### src/rtl/sep_pkg.sv
// constants and types shared by the eeprom command and protect logic
package sep_pkg;

  // one-byte instruction codes
  localparam logic [7:0] LATCH_SET_CMD = 8'h06;
  localparam logic [7:0] LATCH_CLEAR_CMD = 8'h04;
  localparam logic [7:0] STATUS_READ_CMD = 8'h05;
  localparam logic [7:0] STATUS_WRITE_CMD = 8'h01;
  localparam logic [7:0] ARRAY_READ_CMD = 8'h03;
  localparam logic [7:0] ARRAY_WRITE_CMD = 8'h02;
  localparam logic [7:0] ID_READ_CMD = 8'h83;
  localparam logic [7:0] ID_WRITE_CMD = 8'h82;

  // status byte field positions
  localparam int STATUS_LOCK_POS = 7;
  localparam int PROTECT_HI_POS = 3;
  localparam int PROTECT_LO_POS = 2;
  localparam int WRITE_LATCH_POS = 1;
  localparam int BUSY_POS = 0;

  // nonvolatile bits as seen after reset (delivery state)
  localparam logic STATUS_LOCK_RESET = 1'b0;
  localparam logic [1:0] PROTECT_SEL_RESET = 2'b00;

  // array address width and protected area starts
  localparam int ADDR_W = 13;
  localparam logic [12:0] QUARTER_BASE = 13'h1800;
  localparam logic [12:0] HALF_BASE = 13'h1000;
  localparam int ID_A10_POS = 2;

  // self-timed write duration
  localparam int SELF_WRITE_TIME_US = 5000;
  localparam int CLK_FREQ_KHZ = 50000;
  localparam int SELF_WRITE_CYCLES = SELF_WRITE_TIME_US * CLK_FREQ_KHZ / 1000;
  localparam int WRITE_CNT_W = 18;

  // pin synchroniser init: deselected, clock low, data low, protect high
  localparam logic [3:0] PIN_INIT = 4'h9;

  // synchronised pin group
  typedef struct packed {
    logic sel_n;
    logic sclk;
    logic din;
    logic protect_n;
  } sep_pins_t;

endpackage

### src/rtl/sep_pin_sync.sv
// three-flop synchronisers with agreement filter for the serial pins
`timescale 1ns/1ps
`default_nettype none
module sep_pin_sync #(
  parameter int W = 4,
  parameter logic [3:0] INIT = 4'h0
) (
  input wire logic clk,
  input wire logic reset,
  input wire logic [W-1:0] async_in,
  output logic [W-1:0] stable
);

  // per bit: three stages, output moves once stages two and three agree
  for (genvar i = 0; i < W; i++)
  begin : g_bit
    logic s1_q;
    logic s2_q;
    logic s3_q;
    always_ff @(posedge clk)
    begin
      if (reset)
      begin
        s1_q <= INIT[i];
        s2_q <= INIT[i];
        s3_q <= INIT[i];
        stable[i] <= INIT[i];
      end
      else
      begin
        s1_q <= async_in[i];
        s2_q <= s1_q;
        s3_q <= s2_q;
        if (s2_q == s3_q)
          stable[i] <= s3_q;
      end
    end
  end

endmodule
`default_nettype wire

### src/rtl/sep_cmd_core.sv
// instruction decoder, status register and write protection of the eeprom
// What this block does
// - opcodes 06 set, 04 clear, 05 status read
// - array read 03, status write 01
// - array write opcode is 02
// - id variant also accepts 83 and 82
// - unknown opcode ignores rest until deselect
// - latch set takes effect at deselect
// - latch clear takes effect at deselect
// - latch cleared at reset, clear, write end
// - status read anytime, byte repeats while selected
// - busy flag high during self-timed cycle
// - latch low rejects both write instructions
// - protect bits via status write, not hard-protected
// - lock and protect pin low: hard protection
// - misplaced release aborts; boundary starts cycle
// - write latch cleared at cycle end, not at start
// - new protect values apply after cycle
// - bits six to four read zero, unchanged
// - soft mode: writable status, protected areas refuse
// - protect codes: none, 1800h, 1000h, whole
// - writes need clock count multiple of eight
// - sample on rising, drive on falling edge
// - id read: A10 zero, low five select
`timescale 1ns/1ps
`default_nettype none
module sep_cmd_core
  import sep_pkg::*;
#(
  parameter int unsigned WRITE_CYCLES = SELF_WRITE_CYCLES,
  parameter bit HAS_ID_PAGE = 1'b1
) (
  input wire logic clk,
  input wire logic reset,
  input wire logic spi_sel_n,
  input wire logic spi_sclk,
  input wire logic spi_din,
  input wire logic protect_pin_n,
  output logic spi_dout,
  output logic spi_dout_en,
  output logic mem_write_start,
  output logic [ADDR_W-1:0] mem_write_addr,
  output logic id_page_read,
  output logic [4:0] id_page_index
);

  typedef enum logic [3:0] {
    ST_IDLE,
    ST_OPCODE,
    ST_WAIT_SET,
    ST_WAIT_CLEAR,
    ST_STATUS_OUT,
    ST_STATUS_WRITE_CMD_DATA,
    ST_STATUS_WRITE_CMD_END,
    ST_WR_ADDR,
    ST_WR_DATA,
    ST_READ,
    ST_ID,
    ST_IGNORE
  } sep_state_t;

  sep_pins_t pins;
  sep_pins_t prev_q;
  sep_state_t state_q;
  logic [2:0] bit_cnt_q;
  logic [1:0] byte_cnt_q;
  logic [7:0] shift_q;
  logic [7:0] out_sh_q;
  logic [2:0] out_cnt_q;
  logic data_seen_q;
  logic id_is_read_q;
  logic [ADDR_W-1:0] addr_q;
  logic [7:0] status_write_cmd_data_q;
  logic write_latch_flag_q;
  logic cycle_busy_flag_q;
  logic is_status_cycle_q;
  logic [WRITE_CNT_W-1:0] wcnt_q;
  logic status_lock_bit_q;
  logic protect_sel_hi_q;
  logic protect_sel_lo_q;
  logic sclk_rise;
  logic sclk_fall;
  logic sel_fall;
  logic sel_rise;
  logic selected;
  logic byte_done;
  logic [7:0] new_byte;
  logic [7:0] status_byte;
  logic hard_protect_mode;
  logic start_status;
  logic start_array;
  logic cycle_end;
  logic addr_protected;

  // synchronise all pins coming from the host
  sep_pin_sync #(
    .W(4),
    .INIT(PIN_INIT)
  ) u_sync (
    .clk(clk),
    .reset(reset),
    .async_in({spi_sel_n, spi_sclk, spi_din, protect_pin_n}),
    .stable(pins)
  );

  // edge detection on the filtered pins
  always_ff @(posedge clk)
  begin
    if (reset)
      prev_q <= sep_pins_t'(PIN_INIT);
    else
      prev_q <= pins;
  end

  assign selected = ~pins.sel_n & ~prev_q.sel_n;
  assign sel_fall = ~pins.sel_n & prev_q.sel_n;
  assign sel_rise = pins.sel_n & ~prev_q.sel_n;
  assign sclk_rise = selected & pins.sclk & ~prev_q.sclk;
  assign sclk_fall = selected & ~pins.sclk & prev_q.sclk;
  assign new_byte = {shift_q[6:0], pins.din};
  assign byte_done = sclk_rise & (bit_cnt_q == 3'd7);

  // hard protection from lock bit and pin
  assign hard_protect_mode = status_lock_bit_q & ~pins.protect_n;

  always_comb
  begin
    status_byte = 8'h00;
    status_byte[STATUS_LOCK_POS] = status_lock_bit_q;
    status_byte[PROTECT_HI_POS] = protect_sel_hi_q;
    status_byte[PROTECT_LO_POS] = protect_sel_lo_q;
    status_byte[WRITE_LATCH_POS] = write_latch_flag_q;
    status_byte[BUSY_POS] = cycle_busy_flag_q;
  end

  always_comb
  begin
    case ({protect_sel_hi_q, protect_sel_lo_q})
      2'b01: addr_protected = ({addr_q[12:8], new_byte} >= QUARTER_BASE);
      2'b10: addr_protected = ({addr_q[12:8], new_byte} >= HALF_BASE);
      2'b11: addr_protected = 1'b1;
      default: addr_protected = 1'b0;
    endcase
  end

  // release at byte boundary starts the cycle
  assign start_status = sel_rise & (state_q == ST_STATUS_WRITE_CMD_END)
    & (bit_cnt_q == 3'd0);
  assign start_array = sel_rise & (state_q == ST_WR_DATA) & data_seen_q
    & (bit_cnt_q == 3'd0);
  assign cycle_end = cycle_busy_flag_q & (wcnt_q == '0);

  // bit counter and input shift register
  always_ff @(posedge clk)
  begin
    if (reset || sel_fall)
    begin
      bit_cnt_q <= 3'd0;
      shift_q <= 8'h00;
    end
    else if (sclk_rise)
    begin
      bit_cnt_q <= bit_cnt_q + 3'd1;
      shift_q <= new_byte;
    end
  end

  // instruction state machine
  always_ff @(posedge clk)
  begin
    if (reset)
      state_q <= ST_IDLE;
    else if (sel_rise || pins.sel_n)
      state_q <= ST_IDLE;
    else if (sel_fall)
      state_q <= ST_OPCODE;
    else if (sclk_rise)
    begin
      case (state_q)
        ST_OPCODE:
        begin
          if (byte_done)
          begin
            case (new_byte)
              LATCH_SET_CMD: state_q <= ST_WAIT_SET;
              LATCH_CLEAR_CMD: state_q <= ST_WAIT_CLEAR;
              STATUS_READ_CMD: state_q <= ST_STATUS_OUT;
              STATUS_WRITE_CMD:
                state_q <= (write_latch_flag_q && !cycle_busy_flag_q
                  && !hard_protect_mode) ? ST_STATUS_WRITE_CMD_DATA : ST_IGNORE;
              ARRAY_READ_CMD:
                state_q <= cycle_busy_flag_q ? ST_IGNORE : ST_READ;
              ARRAY_WRITE_CMD:
                state_q <= (write_latch_flag_q && !cycle_busy_flag_q) ?
                  ST_WR_ADDR : ST_IGNORE;
              ID_READ_CMD, ID_WRITE_CMD:
                state_q <= HAS_ID_PAGE ? ST_ID : ST_IGNORE;
              default: state_q <= ST_IGNORE;
            endcase
          end
        end
        ST_STATUS_WRITE_CMD_DATA:
        begin
          if (byte_done)
            state_q <= ST_STATUS_WRITE_CMD_END;
        end
        // latch set, latch clear and status write end wait idle for deselect
        // any further clock voids the command
        ST_WAIT_SET, ST_WAIT_CLEAR, ST_STATUS_WRITE_CMD_END:
          state_q <= ST_IGNORE;
        ST_WR_ADDR:
        begin
          // nonzero protect blocks the selected area
          if (byte_done && byte_cnt_q == 2'd1)
            state_q <= addr_protected ? ST_IGNORE : ST_WR_DATA;
        end
        ST_STATUS_OUT, ST_WR_DATA, ST_READ, ST_ID, ST_IGNORE:
          state_q <= state_q;
        default: state_q <= ST_IGNORE;
      endcase
    end
  end

  // address and data bookkeeping after the opcode
  always_ff @(posedge clk)
  begin
    if (reset || sel_fall)
    begin
      byte_cnt_q <= 2'd0;
      data_seen_q <= 1'b0;
      id_is_read_q <= 1'b0;
    end
    else if (byte_done)
    begin
      if (state_q == ST_OPCODE)
        id_is_read_q <= (new_byte == ID_READ_CMD);
      if (byte_cnt_q != 2'd3 && state_q != ST_OPCODE)
        byte_cnt_q <= byte_cnt_q + 2'd1;
      if ((state_q == ST_WR_ADDR || state_q == ST_ID) && byte_cnt_q == 2'd0)
        addr_q[12:8] <= new_byte[4:0];
      if (state_q == ST_WR_ADDR && byte_cnt_q == 2'd1)
        addr_q[7:0] <= new_byte;
      if (state_q == ST_WR_DATA)
        data_seen_q <= 1'b1;
      if (state_q == ST_STATUS_WRITE_CMD_DATA)
        status_write_cmd_data_q <= new_byte;
    end
  end

  // id read: check A10, take low five bits
  always_ff @(posedge clk)
  begin
    if (reset || !selected)
    begin
      id_page_read <= 1'b0;
      id_page_index <= 5'h00;
    end
    else if (byte_done && state_q == ST_ID && id_is_read_q)
    begin
      // a10 came with the high address byte and must be zero
      if (byte_cnt_q == 2'd1)
      begin
        id_page_index <= new_byte[4:0];
        id_page_read <= ~addr_q[ID_A10_POS + 8];
      end
    end
  end

  // status output shifter, reloaded every byte
  // status byte repeats while selected
  // output changes on the falling edge
  always_ff @(posedge clk)
  begin
    if (reset || !selected)
    begin
      spi_dout <= 1'b0;
      spi_dout_en <= 1'b0;
      out_sh_q <= 8'h00;
      out_cnt_q <= 3'd0;
    end
    else if (byte_done && state_q == ST_OPCODE
      && new_byte == STATUS_READ_CMD)
    begin
      out_sh_q <= status_byte;
      out_cnt_q <= 3'd0;
      spi_dout_en <= 1'b1;
    end
    else if (sclk_fall && state_q == ST_STATUS_OUT)
    begin
      spi_dout <= out_sh_q[7];
      out_cnt_q <= out_cnt_q + 3'd1;
      if (out_cnt_q == 3'd7)
        out_sh_q <= status_byte;
      else
        out_sh_q <= {out_sh_q[6:0], 1'b0};
    end
  end

  // write enable latch
  // cleared at reset, clear command, cycle end
  always_ff @(posedge clk)
  begin
    if (reset)
      write_latch_flag_q <= 1'b0;
    else
    begin
      // cleared at the end of the cycle, not at its start
      if (cycle_end)
        write_latch_flag_q <= 1'b0;
      if (sel_rise && state_q == ST_WAIT_CLEAR)
        write_latch_flag_q <= 1'b0;
      // set applied at deselect, wins over clear
      // the only way to set the latch
      if (sel_rise && state_q == ST_WAIT_SET)
        write_latch_flag_q <= 1'b1;
    end
  end

  // self-timed write cycle timer
  // duration is a parameter count
  // busy held for the whole cycle
  always_ff @(posedge clk)
  begin
    if (reset)
    begin
      cycle_busy_flag_q <= 1'b0;
      is_status_cycle_q <= 1'b0;
      wcnt_q <= '0;
      mem_write_start <= 1'b0;
      mem_write_addr <= '0;
    end
    else
    begin
      mem_write_start <= 1'b0;
      if (start_status || start_array)
      begin
        cycle_busy_flag_q <= 1'b1;
        is_status_cycle_q <= start_status;
        wcnt_q <= WRITE_CNT_W'(WRITE_CYCLES - 1);
        mem_write_start <= start_array;
        if (start_array)
          mem_write_addr <= addr_q;
      end
      else if (cycle_end)
        cycle_busy_flag_q <= 1'b0;
      else if (cycle_busy_flag_q)
        wcnt_q <= wcnt_q - WRITE_CNT_W'(1);
    end
  end

  // nonvolatile lock and protect bits
  // new values only after the cycle ends
  always_ff @(posedge clk)
  begin
    if (reset)
    begin
      status_lock_bit_q <= STATUS_LOCK_RESET;
      protect_sel_hi_q <= PROTECT_SEL_RESET[1];
      protect_sel_lo_q <= PROTECT_SEL_RESET[0];
    end
    else if (cycle_end && is_status_cycle_q)
    begin
      status_lock_bit_q <= status_write_cmd_data_q[STATUS_LOCK_POS];
      protect_sel_hi_q <= status_write_cmd_data_q[PROTECT_HI_POS];
      protect_sel_lo_q <= status_write_cmd_data_q[PROTECT_LO_POS];
    end
  end

  // host polls busy; host times its release

endmodule
`default_nettype wire

### config.mk
export PLATFORM = sky130hd
export DESIGN_NAME = sep_cmd_core
export DESIGN_NICKNAME = d
export VERILOG_FILES = /design/src/rtl/sep_pkg.sv /design/src/rtl/sep_pin_sync.sv /design/src/rtl/sep_cmd_core.sv
export SDC_FILE = /design/constraint.sdc
export NUM_CORES = 1
export LEC_CHECK = 0
export BUFFER_PORTS_ARGS = -buffer_cell sky130_fd_sc_hd__buf_2
export CORE_MARGIN = 2
export CORE_UTILIZATION = 64
export DETAILED_ROUTE_END_ITERATION = 7
export GPL_ROUTABILITY_DRIVEN = 1
export HOLD_SLACK_MARGIN = 0.03
export PLACE_DENSITY_LB_ADDON = 0.2
export SLEW_MARGIN = 10
export SYNTH_ARGS = -nofsm -noshare
export SYNTH_HDL_FRONTEND = slang
export SYNTH_SLANG_ARGS = --single-unit
### constraint.sdc
create_clock -name clk -period 4.6 [get_ports clk]
set_clock_uncertainty 0.2 [all_clocks]
set_input_delay 0.23 -clock clk [delete_from_list [all_inputs] [get_ports clk]]
set_output_delay 0.23 -clock clk [all_outputs]
set_load 0.05 [all_outputs]
# Yosys cells after proc, flatten, opt, wreduce, memory -nomap -nowiden
# Cells that the tools add are included.
totals:
  regBits: 114
  input_bits: 6
  output_inout_bits: 22
  elab_cells: 188
op_classes:
  n_addsub: 4
  magnitude_cmp: 2
  eq_ne: 39
  n_mux: 22
  bitwise_logic: 26
  n_reduce_logical: 50
ops:
  columns: ["op", "n"]
  rows:
  - ["$mux W18", 3]
  - ["$pmux W4 S7", 1]
  - ["$ge A13 B13 Y1 const B", 2]
  - ["$eq A8 B3 Y1 const B", 3]
  - ["$mux W8", 3]
  - ["$mux W4", 5]
  - ["$logic_not A18 Y1", 1]
  - ["$sub A18 B1 Y18 const B", 1]
  - ["$eq A4 B3 Y1 const B", 4]
  - ["$eq A4 B4 Y1 const B", 4]
  - ["$eq A8 B2 Y1 const B", 2]
  - ["$eq A8 B8 Y1 const B", 2]
  - ["$pmux W4 S4", 1]
  - ["$reduce_and A2 Y1", 8]
  - ["$and A1 B1 Y1", 15]
  - ["$logic_and A1 B1 Y1", 14]
  - ["$not A1 Y1", 11]
  - ["$ne A2 B2 Y1 const B", 5]
  - ["$reduce_and A5 Y1", 2]
  - ["$reduce_or A2 Y1", 5]
  - ["$ne A3 B3 Y1 const B", 3]
  - ["$reduce_and A3 Y1", 3]
  - ["$eq A4 B2 Y1 const B", 2]
  - ["$eq A8 B1 Y1 const B", 1]
  - ["other kinds (20)", 42]

# Logic depth before layout (Yosys ltp)
depth:
  ltp_word: 10
  depth_mapped: 8
  ltp_nobuf: 7

# By module
# A second synthesis with hierarchy kept.
unflattened:
  hier_cells: 481
  area_unflattened_um2: 4555.6
modules_own_cells:
  columns: ["mod", "n_inst", "cells_per_inst", "area_each_um2", "seq_area_each_um2"]
  rows:
  - ["sep_cmd_core", 1, 440, 4073.9, 2021.9]
  - ["sep_pin_sync", 1, 41, 481.7, 320.3]

# Least setup slack after synthesis
# OpenSTA, ideal clock, no wires.
synth_path:
  path_kind: "register to register"
  startpoint: "register u_sync.stable[3]"
  endpoint: "register addr_q[0], enable pin"
  setup_time_ps: 383
  arrival_time_ps: 1687
  required_time_ps: 4017
  slack_ps: 2329
  stages_incl_launch_ff: 5
  n_path_buf: 1
  period_less_slack_ps: 2271
  cell_sequence: "dfxtp_1 clkbuf_1 nor4b_2 nand2_1 nor3_1"
synth_between:
  elab_chain_cells: 6
  elab_cells_between_ends: 9
  classes_between: "7 x bitwise; 2 x reduce/logical"
synth_lines:
  columns: ["item", "line", "source"]
  rows:
  - ["start, declared", "sep_pin_sync.sv:11", "output logic [W-1:0] stable"]
  - ["start signal, assigned by index", "sep_pin_sync.sv:27", "stable[i] <= INIT[i];"]
  - ["start signal, assigned by index", "sep_pin_sync.sv:35", "stable[i] <= s3_q;"]
  - ["$not A1 Y1 *", "sep_cmd_core.sv:115, sep_cmd_core.sv:116", null]
  - ["$and A1 B1 Y1", "sep_cmd_core.sv:115", "assign selected = ~pins.sel_n & ~prev_q.sel_n;"]
  - ["$and A1 B1 Y1 (2 in series)", "sep_cmd_core.sv:118", "assign sclk_rise = selected & pins.sclk & ~prev_q.sclk;"]
  - ["$and A1 B1 Y1", "sep_cmd_core.sv:121", "assign byte_done = sclk_rise & (bit_cnt_q == 3'd7);"]
  - ["$reduce_and A3 Y1 (no source line) *", null, null]
  - ["end signal, assigned", "sep_cmd_core.sv:242", "addr_q[7:0] <= new_byte;"]
  - ["end, declared", "sep_cmd_core.sv:72", "logic [ADDR_W-1:0] addr_q;"]
# Mark *: on every way between the ends. The rest lies on a longest branch, timed or not.
# A chain may end at the register's enable or synchronous reset.

# Worst setup path in the final report
layout_path:
  startpoint: "register u_sync.stable[3]"
  endpoint: "register addr_q[12], enable pin"
# The elaborated chain is that of the path after synthesis.

==> metrics.csv <==
metric,value,unit
status,completed,
"Slew Viols, Final",0,
"EDFF count, synth",16,
minimum clock period,2.480,ns
core area,6832,um^2
via count,3495,
hold endpoint,u_sync.g_bit[0].s2_q,
met2 WL,4256,um
Worst R2R End,addr_q[12],
switching power,0.0003271,W
VDD IR max,0.2855,mV
Synth Flop Type,dfxtp_1,
Slew Limit Headroom,29.77,%
antenna cell count,0,
Total GRT Usage,24.46,%
clock network fraction of design power,34.7,%
Starting Density,66.79,%
Worst path top cell family by delay,simple AND/OR/NAND/NOR gates,
Sw Share,21.57,%
Area growth syn-to-layout,8.445,%
Async SR Flop Fraction,0,%
DR top layer,met4,
first-pass GRT wire length,14920,um
crit-path max cell delay,0.87,ns
CTS H-tree lvls,3,
DRC,0,
Initial DRC Count,224,
Least-Margin Pin Slew,1.045,ns
Synthesis Warnings,0,
TritonCTS clock tree,built,
I/O Pins,28,
CTS buffer count,9,
1st-pass router iterations,5,
IO Port Bufs,27,
Tcrit/Tclk final,53.90,%
Leak,1.803,nW
setup TNS,0,ns
row count,30,
Crit Path Class,flop to flop,
Comb pwr share,1.4,%
Setup crit end kind,flop,
"Distinct cells, synth",63,
number of synthesized register bits,109,
initial antenna violation count,0,
final wirelength,9043,um
final-stage net count,515,
Place WS,2.146,ns
endpoints failing setup,0,
share of cells above drive strength 1,12.70,%
Worst Hold Depth,1,
min-delay src,u_sync.g_bit[0].s1_q,
Pwr Total,0.001516,W
most frequent cells in the layout,"dfxtp_1, nand2_1, nor2_1, a21oi_1, buf_2",
Final Hold Vio Count,0,
post-route ant nets,0,
r2r startpoint,u_sync.stable[3],
maximum clock path buffer count,2,
crit path max fanout,14,
clock-pin slew on the worst setup and hold paths,0.10,ns
"Seq/Total Area, Yosys",51.33,%
cells on worst reg2reg path,4,
Max Cap Violations,0,
hold crit path type,flop to flop,
Worst setup SP type,flop,
Cell Int Power,0.001189,W
DR WL/cell,15.07,um
Max Fclk,0.4033,GHz
Synth Area per Inst,9.487,um^2
pwr/cell area,306.4,nW/um^2
met3 WL,430,um
pin count of the biggest net entering global routing,49,
sequential share of power,63.9,%
vias in the first global route,3200,
RSZ-0062 raised after global routing,no,
Critical Path RT,4.40,ns
Buf/Inv on CP,1,
Post-DP HPWL,6186,um
Post-Syn Nets,497,
synthesized area,4563,um^2
DR vias/cell,5.825,
clock root cell,clkbuf_8,
Die ar.,7822,um^2
Metal-1 WL,4190,um
overflow left after global routing,0,
CP Data Arrival Time,2.28,ns
# clock sinks,109,
Post-Synthesis Cells,481,
critical path cell sequence,nor4b_2 -> buf_4 -> nand2_1 -> nor4_1,
r2r setup slk,2.12,ns
"most common cell after layout, fill and taps aside",dfxtp_1,
floorplan die width,88.44,um
"Slowest-stage cell, CP",nor4_1,
Placer Congestion,0.9214,
Final WS setup,2.120,ns
die height,88.44,um
Post-CTS Setup Bufs,0,
clk_lat worst skew,0.37,ns
area by class of cell:
type / instances / area [um^2]
well taps: 96 / 120.1
flip-flops and latches: 109 / 2342
clock inverters: 5 / 33.78
repair buffers: 33 / 190.2
inverters: 12 / 45.04
fillers: 517 / 1883
clock buffers: 11 / 141.4
multi-input cells: 334 / 2076
power by group through the flow:
| stage | clock network [W] | registers, W | logic [W] |
|---|---|---|---|
| 6_report | 0.000527 | 0.000968 | 0.0000209 |
| 5_1_grt | 0.000578 | 0.000969 | 0.0000230 |
| 4_1_cts | 0.000539 | 0.000969 | 0.0000211 |
| 3_5_place_dp | 0 | 0.000991 | 0.0000184 |
| 3_3_place_gp | 0 | 0.000990 | 0.0000179 |
| 2_1_floorplan | 0 | 0.000990 | 0.0000129 |
what timing repair did:
item	4_1_cts	5_1_grt
resized for setup	0	0
endpoints found under the hold margin	4	0
hold buffers	4	0
worst register-to-register path, delay by kind of cell, from the launching register on:
kind,cells,cell delay (ns)
and+or+nand+nor,3,1.28
DFF,1,0.40
buffers and inverters,1,0.23
worst max-delay path by stage:
stage / slack [ns] / cells after the start / endpoint / start
2_1_floorplan: 2.33 / 4 / addr_q[0] / u_sync.stable[3]
3_3_place_gp: 2.21 / 4 / addr_q[2] / u_sync.stable[3]
3_5_place_dp: 2.15 / 4 / addr_q[3] / u_sync.stable[3]
4_1_cts: 2.12 / 4 / addr_q[0] / u_sync.stable[3]
5_1_grt: 1.96 / 3 / addr_q[0] / u_sync.stable[3]
6_report: 2.12 / 4 / addr_q[12] / u_sync.stable[3]
flip-flops by register name (all words and copies together) (netlist names), 2 cells and up:
| name | flops |
|---|---|
| state_q | 4 |
| byte_cnt_q | 2 |
| u_sync.g_bit.s3_q | 4 |
| u_sync.g_bit.s1_q | 4 |
| bit_cnt_q | 3 |
| wcnt_q | 18 |
| out_cnt_q | 3 |
| prev_q | 2 |
| addr_q | 13 |
| id_page_index | 5 |
| u_sync.stable | 4 |
| shift_q | 7 |
| mem_write_addr | 13 |
| u_sync.g_bit.s2_q | 4 |
| out_sh_q | 8 |
| status_write_cmd_data_q | 3 |
routing by layer:
metal	up-vias	track usage (%)
li1	1737	-
met1	1639	32.68
met2	103	38.76
met3	16	5.224
met4	0	10.19
met5	-	0
per-stage QoR:
| step | instances | cell area (um^2) | utilization (%) | hold WS (ns) |
|---|---|---|---|---|
| global placement | 580 | 4733 | 69.29 | 0.2008 |
| global route | 600 | 4949 | 72.44 | 0.2447 |
| floorplan | 481 | 4563 | - | 0.1338 |
| CTS | 600 | 4949 | 72.44 | 0.2306 |
| detailed placement | 580 | 4733 | 69.29 | 0.2004 |
| finish | 600 | 4949 | 72.44 | 0.2271 |
synth_stat cells, drive strengths merged, types with 3 or more instances:
cell type  instances  area [um^2]
mux2i             12        120.1
or2                7        43.80
clkbuf            23        86.33
nor3              18        106.4
xnor2             14        122.6
a31oi              4        25.02
nor2              46        172.7
dfxtp             93         1862
nor3b              3        22.52
nand3              9        45.04
a2111oi            3        45.05
nand2             59        221.5
nand2b             6        37.54
nor2b             15        93.84
nor4              10        83.83
nand4              6        37.54
nand3b             4        30.03
o21ai              8        40.04
or4                7        60.06
ha                10        125.1
a221o              4        40.04
or3                5        37.54
xor2               3        26.28
buf                3        13.76
a21oi             47        239.0
edfxtp            16        480.5
nor4b              3        32.53
inv               12        45.04
logic make-up after synthesis:
kind of cell	after synthesis	share of synthesized area, %
AO/OA/AOI/OAI	86	12.26
XOR/XNOR	17	3.263
adder cells (fa/ha/maj)	10	2.742
buffers and inverters	38	3.180
flip-flops	109	51.33
multiplexers	12	2.632
AND/OR/NAND/NOR	209	24.60
Power figures use the tool's default switching activity.
